<file path="config.mk">
export PLATFORM = sky130hd
export DESIGN_NAME = context_bank_attr_regs
export DESIGN_NICKNAME = d
export VERILOG_FILES = /design/src/include/cb_attr_pkg.sv /design/src/core/context_bank_attr_regs.sv
export SDC_FILE = /design/constraint.sdc
export NUM_CORES = 1
export LEC_CHECK = 0
export BUFFER_PORTS_ARGS = -buffer_cell sky130_fd_sc_hd__buf_2
export CELL_PAD_IN_SITES_DETAIL_PLACEMENT = 0
export CELL_PAD_IN_SITES_GLOBAL_PLACEMENT = 1
export CORE_MARGIN = 2
export CORE_UTILIZATION = 40
export DETAILED_ROUTE_END_ITERATION = 8
export HOLD_SLACK_MARGIN = 0.02
export PLACE_DENSITY = 0.84
export SLEW_MARGIN = 20
export SYNTH_ARGS = -nofsm -noshare
export SYNTH_HDL_FRONTEND = slang
export SYNTH_SLANG_ARGS = --single-unit
</file>
<file path="constraint.sdc">
create_clock -name clk_i -period 5.11 [get_ports clk_i]
set_clock_uncertainty 0.05 [all_clocks]
set_input_delay 0.2555 -clock clk_i [delete_from_list [all_inputs] [get_ports clk_i]]
set_output_delay 0.2555 -clock clk_i [all_outputs]
set_load 0.02 [all_outputs]
</file>
<file path="src/include/cb_attr_pkg.sv">
// Package with register map, field layout and encodings of the context bank attribute registers
package cb_attr_pkg;
  localparam int NUM_BANKS = 4;
  localparam int BANK_W = 2;
  localparam int IRQ_IMPL_W = 4;
  localparam int NEST_IMPL_W = 2;
  localparam logic [31:0] BANK_BASE = 32'h0000_0000;
  localparam logic [31:0] CTRL_ADDR = 32'h0000_0100;
  localparam logic [31:0] RESET_VAL = 32'h0000_0000;
  localparam int IRQ_LSB = 24;
  localparam int WA_LSB = 22;
  localparam int RA_LSB = 20;
  localparam int BSU_LSB = 18;
  localparam int TYPE_LSB = 16;
  localparam int MATTR_LSB = 12;
  localparam int FB_BIT = 11;
  localparam int HYPERVISOR_CONTEXT_BIT_BIT = 10;
  localparam int BPSH_LSB = 8;
  localparam int NEST_LSB = 8;
  localparam int VMT_LSB = 0;
  localparam logic [31:0] WMASK_BASE = 32'h00FF_FFFF;
  localparam logic [31:0] BSU_MASK = 32'h000C_0000;
  localparam logic [31:0] IRQ_MASK = 32'h0F00_0000;
  localparam logic [31:0] NEST_WR_MASK = 32'h0000_0300;
  localparam logic [31:0] NEST_HOLE = 32'h0000_FC00;
  localparam int CTRL_NTS_BIT = 0;
  localparam int CTRL_BSU_BIT = 1;
  localparam int CTRL_SEC_BIT = 2;
  typedef enum logic [1:0] {CTX_S2_ONLY, CTX_S1_BYPASS, CTX_S1_FAULT, CTX_NESTED} ctx_type_t;
  localparam logic [1:0] SH_NONE = 2'h0;
  localparam logic [1:0] SH_INNER = 2'h1;
  localparam logic [1:0] SH_OUTER = 2'h2;
  localparam logic [1:0] BP_OUTER = 2'h1;
  localparam logic [1:0] BP_INNER = 2'h2;
  localparam logic [1:0] BP_NONSH = 2'h3;
  localparam logic [1:0] HINT_RSVD = 2'h1;
endpackage

</file>
<file path="src/core/context_bank_attr_regs.sv">
// Context bank attribute register bank with Wishbone slave and decoded outputs of the selected bank
`timescale 1ns/1ps
module context_bank_attr_regs (
  // Clock and reset
  input wire logic clk_i,
  input wire logic rst_i,
  // Wishbone slave
  input wire logic cyc_i,
  input wire logic stb_i,
  input wire logic we_i,
  input wire logic [31:0] adr_i,
  input wire logic [3:0] sel_i,
  input wire logic [31:0] dat_i,
  output logic [31:0] dat_o,
  output logic ack_o,
  output logic err_o,
  // Datapath query
  input wire logic [cb_attr_pkg::BANK_W-1:0] bank_sel_i,
  input wire logic [1:0] s1_share_i,
  // Decoded attributes of the selected bank
  output logic [1:0] ctx_type_o,
  output logic [7:0] fault_interrupt_index_o,
  output logic [1:0] write_alloc_hint_o,
  output logic [1:0] read_alloc_hint_o,
  output logic [1:0] barrier_share_upgrade_o,
  output logic [3:0] memory_attribute_value_o,
  output logic force_broadcast_o,
  output logic use_vm_tag_o,
  output logic use_address_space_tag_o,
  output logic [1:0] bypass_shareability_o,
  output logic [1:0] result_share_o,
  output logic [7:0] virtual_machine_tag_o,
  output logic [7:0] nested_stage2_bank_index_o,
  output logic invalid_context_fault_o,
  output logic reserved_hint_o
);
  logic [31:0] bank_r [cb_attr_pkg::NUM_BANKS];
  logic [31:0] bank_nxt [cb_attr_pkg::NUM_BANKS];
  logic [2:0] ctrl_r;
  logic [2:0] ctrl_nxt;
  logic [31:0] dat_r, dat_nxt;
  logic ack_r, ack_nxt, err_r, err_nxt;
  logic req;
  logic hit_bank, hit_ctrl;
  logic [cb_attr_pkg::BANK_W-1:0] widx;
  logic [31:0] bmask;
  logic [31:0] wmask;

  assign req = cyc_i & stb_i & ~ack_r & ~err_r;
  assign widx = adr_i[cb_attr_pkg::BANK_W+1:2];
  assign hit_bank = (adr_i[31:cb_attr_pkg::BANK_W+2] == cb_attr_pkg::BANK_BASE[31:cb_attr_pkg::BANK_W+2])
                    && (adr_i[1:0] == 2'h0);
  assign hit_ctrl = (adr_i == cb_attr_pkg::CTRL_ADDR);
  assign bmask = {{8{sel_i[3]}}, {8{sel_i[2]}}, {8{sel_i[1]}}, {8{sel_i[0]}}};

  // Writable bits: unimplemented index bits stay zero, absent barrier upgrade bits keep their stored value
  always_comb begin
    wmask = cb_attr_pkg::WMASK_BASE | cb_attr_pkg::IRQ_MASK;
    if (!ctrl_r[cb_attr_pkg::CTRL_BSU_BIT]) begin
      wmask = wmask & ~cb_attr_pkg::BSU_MASK;
    end
  end

  // Nested index upper bits share bits 15:10 with other layouts, so only type 11 trims them
  function automatic logic [31:0] trim(input logic [31:0] v);
    logic [31:0] t;
    t = v;
    if (v[cb_attr_pkg::TYPE_LSB +: 2] == 2'(cb_attr_pkg::CTX_NESTED)) begin
      t[cb_attr_pkg::NEST_LSB + cb_attr_pkg::NEST_IMPL_W +: 8 - cb_attr_pkg::NEST_IMPL_W] = '0;
    end
    return t;
  endfunction

  always_comb begin
    bank_nxt = bank_r;
    ctrl_nxt = ctrl_r;
    dat_nxt = dat_r;
    ack_nxt = 1'b0;
    err_nxt = 1'b0;
    if (req) begin
      if (hit_bank) begin
        ack_nxt = 1'b1;
        // Stored barrier bits survive a support switch-off but must read zero meanwhile
        dat_nxt = trim(bank_r[widx]) & wmask;
        if (we_i) begin
          bank_nxt[widx] = trim((bank_r[widx] & ~(bmask & wmask)) | (dat_i & bmask & wmask));
        end
      end else if (hit_ctrl) begin
        ack_nxt = 1'b1;
        dat_nxt = {29'h0000_0000, ctrl_r};
        if (we_i && sel_i[0]) begin
          ctrl_nxt = dat_i[2:0];
        end
      end else begin
        err_nxt = 1'b1;
        dat_nxt = 32'h0000_0000;
      end
    end
  end

  always_ff @(posedge clk_i) begin
    if (rst_i) begin
      for (int i = 0; i < cb_attr_pkg::NUM_BANKS; i++) begin
        bank_r[i] <= cb_attr_pkg::RESET_VAL;
      end
      ctrl_r <= 3'h0;
      dat_r <= 32'h0000_0000;
      ack_r <= 1'b0;
      err_r <= 1'b0;
    end else begin
      bank_r <= bank_nxt;
      ctrl_r <= ctrl_nxt;
      dat_r <= dat_nxt;
      ack_r <= ack_nxt;
      err_r <= err_nxt;
    end
  end

  assign dat_o = dat_r;
  assign ack_o = ack_r;
  assign err_o = err_r;

  // Decode of the selected bank, registered so every output leaves a flip-flop
  logic [31:0] cur;
  logic [1:0] ty;
  logic [1:0] s2sh;
  logic [1:0] ctx_type_nxt, wa_nxt, ra_nxt, bsu_nxt, bpsh_nxt, rsh_nxt;
  logic [7:0] irq_nxt, vmt_nxt, nest_nxt;
  logic [3:0] mattr_nxt;
  logic fb_nxt, uvm_nxt, uas_nxt, fault_nxt, rsvd_nxt;

  always_comb begin
    cur = trim(bank_r[bank_sel_i]);
    ty = cur[cb_attr_pkg::TYPE_LSB +: 2];
    irq_nxt = cur[cb_attr_pkg::IRQ_LSB +: 8];
    vmt_nxt = cur[cb_attr_pkg::VMT_LSB +: 8];
    if (ctrl_r[cb_attr_pkg::CTRL_SEC_BIT]) begin
      vmt_nxt = 8'h00;
    end
    wa_nxt = 2'h0;
    ra_nxt = 2'h0;
    bsu_nxt = 2'h0;
    mattr_nxt = 4'h0;
    fb_nxt = 1'b0;
    uvm_nxt = 1'b0;
    uas_nxt = 1'b0;
    bpsh_nxt = 2'h0;
    nest_nxt = 8'h00;
    fault_nxt = 1'b0;
    rsvd_nxt = 1'b0;
    s2sh = cb_attr_pkg::SH_NONE;
    case (ty)
      2'(cb_attr_pkg::CTX_S1_BYPASS): begin
        wa_nxt = cur[cb_attr_pkg::WA_LSB +: 2];
        ra_nxt = cur[cb_attr_pkg::RA_LSB +: 2];
        if (ctrl_r[cb_attr_pkg::CTRL_BSU_BIT]) begin
          bsu_nxt = cur[cb_attr_pkg::BSU_LSB +: 2];
        end
        mattr_nxt = cur[cb_attr_pkg::MATTR_LSB +: 4];
        fb_nxt = cur[cb_attr_pkg::FB_BIT];
        uvm_nxt = ~cur[cb_attr_pkg::HYPERVISOR_CONTEXT_BIT_BIT];
        uas_nxt = ~cur[cb_attr_pkg::HYPERVISOR_CONTEXT_BIT_BIT];
        bpsh_nxt = cur[cb_attr_pkg::BPSH_LSB +: 2];
        rsvd_nxt = (wa_nxt == cb_attr_pkg::HINT_RSVD) || (ra_nxt == cb_attr_pkg::HINT_RSVD)
                   || (bpsh_nxt == 2'h0);
        case (bpsh_nxt)
          cb_attr_pkg::BP_OUTER: s2sh = cb_attr_pkg::SH_OUTER;
          cb_attr_pkg::BP_INNER: s2sh = cb_attr_pkg::SH_INNER;
          default: s2sh = cb_attr_pkg::SH_NONE;
        endcase
      end
      2'(cb_attr_pkg::CTX_S1_FAULT): begin
        fault_nxt = 1'b1;
      end
      2'(cb_attr_pkg::CTX_NESTED): begin
        nest_nxt = cur[cb_attr_pkg::NEST_LSB +: 8];
        fault_nxt = ~ctrl_r[cb_attr_pkg::CTRL_NTS_BIT];
      end
      default: begin
      end
    endcase
    rsh_nxt = (s1_share_i > s2sh) ? s1_share_i : s2sh;
    ctx_type_nxt = ty;
  end

  always_ff @(posedge clk_i) begin
    if (rst_i) begin
      ctx_type_o <= 2'h0;
      fault_interrupt_index_o <= 8'h00;
      write_alloc_hint_o <= 2'h0;
      read_alloc_hint_o <= 2'h0;
      barrier_share_upgrade_o <= 2'h0;
      memory_attribute_value_o <= 4'h0;
      force_broadcast_o <= 1'b0;
      use_vm_tag_o <= 1'b0;
      use_address_space_tag_o <= 1'b0;
      bypass_shareability_o <= 2'h0;
      result_share_o <= 2'h0;
      virtual_machine_tag_o <= 8'h00;
      nested_stage2_bank_index_o <= 8'h00;
      invalid_context_fault_o <= 1'b0;
      reserved_hint_o <= 1'b0;
    end else begin
      ctx_type_o <= ctx_type_nxt;
      fault_interrupt_index_o <= irq_nxt;
      write_alloc_hint_o <= wa_nxt;
      read_alloc_hint_o <= ra_nxt;
      barrier_share_upgrade_o <= bsu_nxt;
      memory_attribute_value_o <= mattr_nxt;
      force_broadcast_o <= fb_nxt;
      use_vm_tag_o <= uvm_nxt;
      use_address_space_tag_o <= uas_nxt;
      bypass_shareability_o <= bpsh_nxt;
      result_share_o <= rsh_nxt;
      virtual_machine_tag_o <= vmt_nxt;
      nested_stage2_bank_index_o <= nest_nxt;
      invalid_context_fault_o <= fault_nxt;
      reserved_hint_o <= rsvd_nxt;
    end
  end

  a_fault_type: assert property (@(posedge clk_i) disable iff (rst_i)
    (trim(bank_r[bank_sel_i]) >> cb_attr_pkg::TYPE_LSB) % 4 == 2 |=> invalid_context_fault_o)
    else $error("Fault layout did not raise invalid context fault");
  a_nested_nts: assert property (@(posedge clk_i) disable iff (rst_i)
    ctx_type_o == 2'h3 |-> invalid_context_fault_o == ~$past(ctrl_r[0]))
    else $error("Nested fault does not follow nested support");
  a_irq_upper: assert property (@(posedge clk_i) disable iff (rst_i)
    fault_interrupt_index_o[7:4] == 4'h0)
    else $error("Unimplemented interrupt index bits not zero");
  a_bsu_raz: assert property (@(posedge clk_i) disable iff (rst_i)
    !$past(ctrl_r[cb_attr_pkg::CTRL_BSU_BIT]) |-> barrier_share_upgrade_o == 2'h0)
    else $error("Barrier upgrade visible while unsupported");
  a_offtype_zero: assert property (@(posedge clk_i) disable iff (rst_i)
    ctx_type_o != 2'h1 |-> write_alloc_hint_o == 2'h0 && memory_attribute_value_o == 4'h0 && !force_broadcast_o)
    else $error("Bypass fields leak into another layout");
  a_hyp_tags: assert property (@(posedge clk_i) disable iff (rst_i)
    ctx_type_o == 2'h1 |-> use_vm_tag_o == use_address_space_tag_o)
    else $error("Tag usage flags disagree");
  a_share_wide: assert property (@(posedge clk_i) disable iff (rst_i)
    $past(s1_share_i) == 2'h2 |-> result_share_o == 2'h2)
    else $error("Outer stage-1 shareability not kept");
  a_nest_zero: assert property (@(posedge clk_i) disable iff (rst_i)
    ctx_type_o != 2'h3 |-> nested_stage2_bank_index_o == 8'h00)
    else $error("Nested index outside nested layout");
  a_ack_pulse: assert property (@(posedge clk_i) disable iff (rst_i)
    ack_o |=> !ack_o)
    else $error("Acknowledge held longer than one cycle");
endmodule // context_bank_attr_regs

</file>
==> impl_summary.md <==
Status
The run finished with clean final reports.

Die
The number of I/O pins is roughly 160. The die is 152 µm wide. The floorplan step set the die height to around 150 µm.

The core area is roughly 22000 µm². The cell row count is 54. Once the floorplan was initialized, standard cells occupied 40.5% of the core. The overall die area is about 23000 µm².

Clock tree
TritonCTS built the clock tree. The clock input transition at the sequential cells of the worst setup and hold paths is about 0.060 ns. In this run the number of H-tree levels came out at 1. The buffer cell driving the clock tree root is clkbuf_16. The maximum clock insertion buffer count is 3. The hold-fix buffer count after cts is 4. After clock tree synthesis, the repair step resized 0 gates. Clock tree synthesis inserted a total of 22 buffers.

The latest clock arrival within the worst-skew pair is ~0.5 ns. The number of buffers inserted by post-CTS setup repair is 0. Counting every sink on the clock net gives about 210.

Placed design
The post-DP HPWL is between 15 and 20 mm. Summing all placed instances gives a cell area of a little under 10000 µm². After detailed placement, the design holds a cell count of 1260.

The congestion estimate from routability-driven global placement came to 0.796. Port buffering added between 100 and 150 buffers. OpenSTA, run right after detailed placement, puts the worst setup slack at around 2.0 ns.

Global routing
The number of antenna violations at the first check in global routing is 0. Across every metal layer, demand over resource in global routing totals 19.9%. The wire length of the first global-routing pass is about 37 mm. The via count of the first global-routing pass is approximately 6700. Global routing finished with a remaining overflow of 0.

Entering global routing, the biggest net connects 70 pins.

Pwr
The clock network burns 46.6% of the power. In this run the power spent charging and discharging nets is between 700 and 800 µW. In this run, flip-flops and latches consume slightly below 50% of the power. The total leakage power is about 3.9 nW.

The power per unit of standard cell area is 318 nW/µm². In this run switching power makes up approximately 22% of total power. Combinational logic is responsible for under 10% of the overall power.

Across the VDD grid, the largest voltage drop is about 0.00023 V. The internal power of the cells totals around 2.6 mW.

Hold path
The path class of the tightest hold or removal check is in -> reg.

Synthesis
The proportion of synthesized chip area in sequential cells is 46.6%. For this run, the number of Yosys warnings is 0. The cell with the most instances after synthesis is dfxtp_1. The share of synthesized registers carrying an async set or reset is 0%.

The synthesized netlist devotes a little under a tenth of its cell area to compound gates. Measured against the total synthesized area, the mux share comes to slightly below 20%. Summing the areas of all xor and xnor instances in the mapped netlist gives 0% of the synthesized area.

The share of Yosys cell area claimed by the top area cell type is between 40% and 50%. The main combinational cell family by area after synthesis is simple AND/OR/NAND/NOR gates. Ranked by instance count, the synthesized netlist is headed by dfxtp_1 (205), nand2_1 (197), a21oi_1 (94), mux4_2 (60), nor2b_1 (35). The main flop type after synthesis is dfxtp_1. By area the synthesized netlist is led by dfxtp_1 (47%), mux4_2 (15%), nand2_1 (8.4%), a21oi_1 (5.3%), mux2_2 (3.6%). After synthesis the netlist holds a flip-flop and latch count of a little over 200. The synthesized area divided by synthesized cell count is about 10 µm². The synthesized netlist occupies a cell area of 8820 µm². The cell count after synthesis is about 880. Summing the areas of all and, or, nand and nor instances in the mapped netlist gives about 20% of the synthesized area. The synthesized netlist devotes less than 1% of its cell area to adder and majority cells.

Counting flops with a built-in enable in the synthesized netlist gives 0. The number of different library cells used by synthesis comes to between 40 and 50. The synthesized design spends more area on one cell type than any other, namely dfxtp_1.

STA
For the pin with the worst max-slew slack, the measured transition is about 0.9 ns. The final number of hold-violating endpoints is 0. Counting I/O delays and the setup requirement, the final critical path takes 2.58 ns. Setup repair after global routing left no endpoint under its margin. The total setup violations reported at the end of the flow is 0. The minimum setup slack in the final design is between 2 and 3 ns. The maximum clock frequency is slightly below 400 MHz.

After layout, the worst path uses between 50% and 60% of the clock period. The count of pins over their slew limit was 0. The worst pin sits at a relative slew slack of 39.9%. The sum of negative setup slack is 0 ns.

Drt
The final layout contains routed wiring with a total length of 23.6 mm. The via-per-instance ratio is around 5.3. In this run the remaining antenna-violating nets after routing total 0. The final routed wire length divided by cell count is roughly 18 µm. The first-pass iteration count of the detailed router is 4. For this block, the via count after detailed routing is 6927.

For this run, design rule violations remaining after detail routing come to 0. The initial DRC count is 390.

Worst setup path
The critical path launch point type is a primary input. The maximum fanout count along the critical path is 16. The nature of the critical path endpoint is a flip-flop. The critical path is of the in -> reg type.

For the worst setup path, the data required time is roughly 5.4 ns. The worst setup slack for register-to-register paths is 2.55 ns. For the worst setup path, the data arrival time is 2.89 ns.

Cells and area
Once layout is complete, the cells apart from fillers number approximately 1300. The antenna diode count is 0. Across the whole layout, storage elements account for between 4000 and 5000 µm². The post-synthesis to final-layout area growth is 18.8%. Counting the fill cells in the layout gives roughly 2000. The final net count is between 1000 and 1500. Summing all multi-input logic gate instances after layout gives between 4000 and 5000 µm². Cells with a size suffix above 1 make up ~29% of the layout. Once layout is done, the placed cells without fillers occupy approximately 10000 µm².

Job
The tool flagged a number of max-cap violations equal to 0.
-- area by class of cell --
cell class	count	area share, %
Clock buffer	35	6.50
Clock inverter	5	0.239
Inverter	4	0.143
Multi-Input combinational cell	608	42.0
Sequential cell	205	39.2
Tap cell	280	3.34
Timing Repair Buffer	167	8.58
-- stage by stage --
step / hold slack [ns] / total power [mW] / util, %
after global routing: 0.0894 / 3.44 / 48.2
after floorplan: 0.349 / 1.75 / -
final: 0.0774 / 3.33 / 48.2
after CTS: 0.0650 / 3.35 / 48.2
after detailed placement: 0.395 / 1.81 / 44.7
after global placement: 0.392 / 1.81 / 44.7
-- flip-flops by register name, indices dropped and copies added (netlist names) --
name and flops:
invalid_context_fault_o 1, bank_r 128, write_alloc_hint_o 2, dat_o 28
fault_interrupt_index_o 8, barrier_share_upgrade_o 2, ctrl_r 3, nested_stage2_bank_index_o 8
force_broadcast_o 1, read_alloc_hint_o 2, ctx_type_o 2, bypass_shareability_o 2
result_share_o 2, memory_attribute_value_o 4, reserved_hint_o 1, virtual_machine_tag_o 8
ack_o 1, err_o 1, use_address_space_tag_o 1
-- metal layers --
| layer | vias to the layer above | routed length [µm] | part of all wire (%) | track usage (%) |
|---|---|---|---|---|
| met3 | 33 | 1330 | 5.6 | 3.19 |
| met1 | 3339 | 10700 | 45 | 27.7 |
| met4 | 0 | 472 | 2.0 | 4.63 |
| met2 | 199 | 11200 | 47 | 32.9 |
| li1 | 3356 | - | - | - |
| met5 | - | 0 | 0 | 0 |
-- cell families (layout without fill, tap and decap cells) --
kind of cell	after synthesis	count (layout)
AOI/OAI and AO/OA	146	146
adders and majority gates	3	3
buffers and inverters	75	211
DFF	205	205
muxes	92	92
other	1	10
and+or+nand+nor	357	357
-- power groups by stage --
stage	combinational, mW	sequential (mW)	clock (mW)
6_report	0.174	1.60	1.55
5_1_grt	0.187	1.60	1.65
4_1_cts	0.175	1.60	1.57
3_5_place_dp	0.172	1.64	0
3_3_place_gp	0.173	1.64	0
2_1_floorplan	0.106	1.64	0
-- critical path, stage by stage --
cell      delay, ns
buf_2          0.46
mux4_2         0.64
nand2b_1       0.24
or3b_2         0.51
ha_1           0.30
o22ai_1        0.21
mux2i_1        0.20
nor2_1         0.05
-- path summary, 6_finish.rpt --
path / endpoint / depth (start not counted) / start
max: result_share_o[0] / 8 / bank_sel_i[0]
max reg2reg: result_share_o[0] / 7 / bank_r[17]
min reg2reg: dat_o[13] / 2 / dat_o[13]
min: result_share_o[1] / 4 / s1_share_i[1]
-- cells in the final DEF (no fill, tap or decap), types with 23 or more instances in the layout --
cell,count
mux2_2,28
clkbuf_16,23
nor2b_1,35
mux4_2,60
nand2_1,197
buf_2,146
dfxtp_1,205
a21oi_1,94
nand3b_1,24
nor2_1,29
Power figures use the tool's default switching activity.
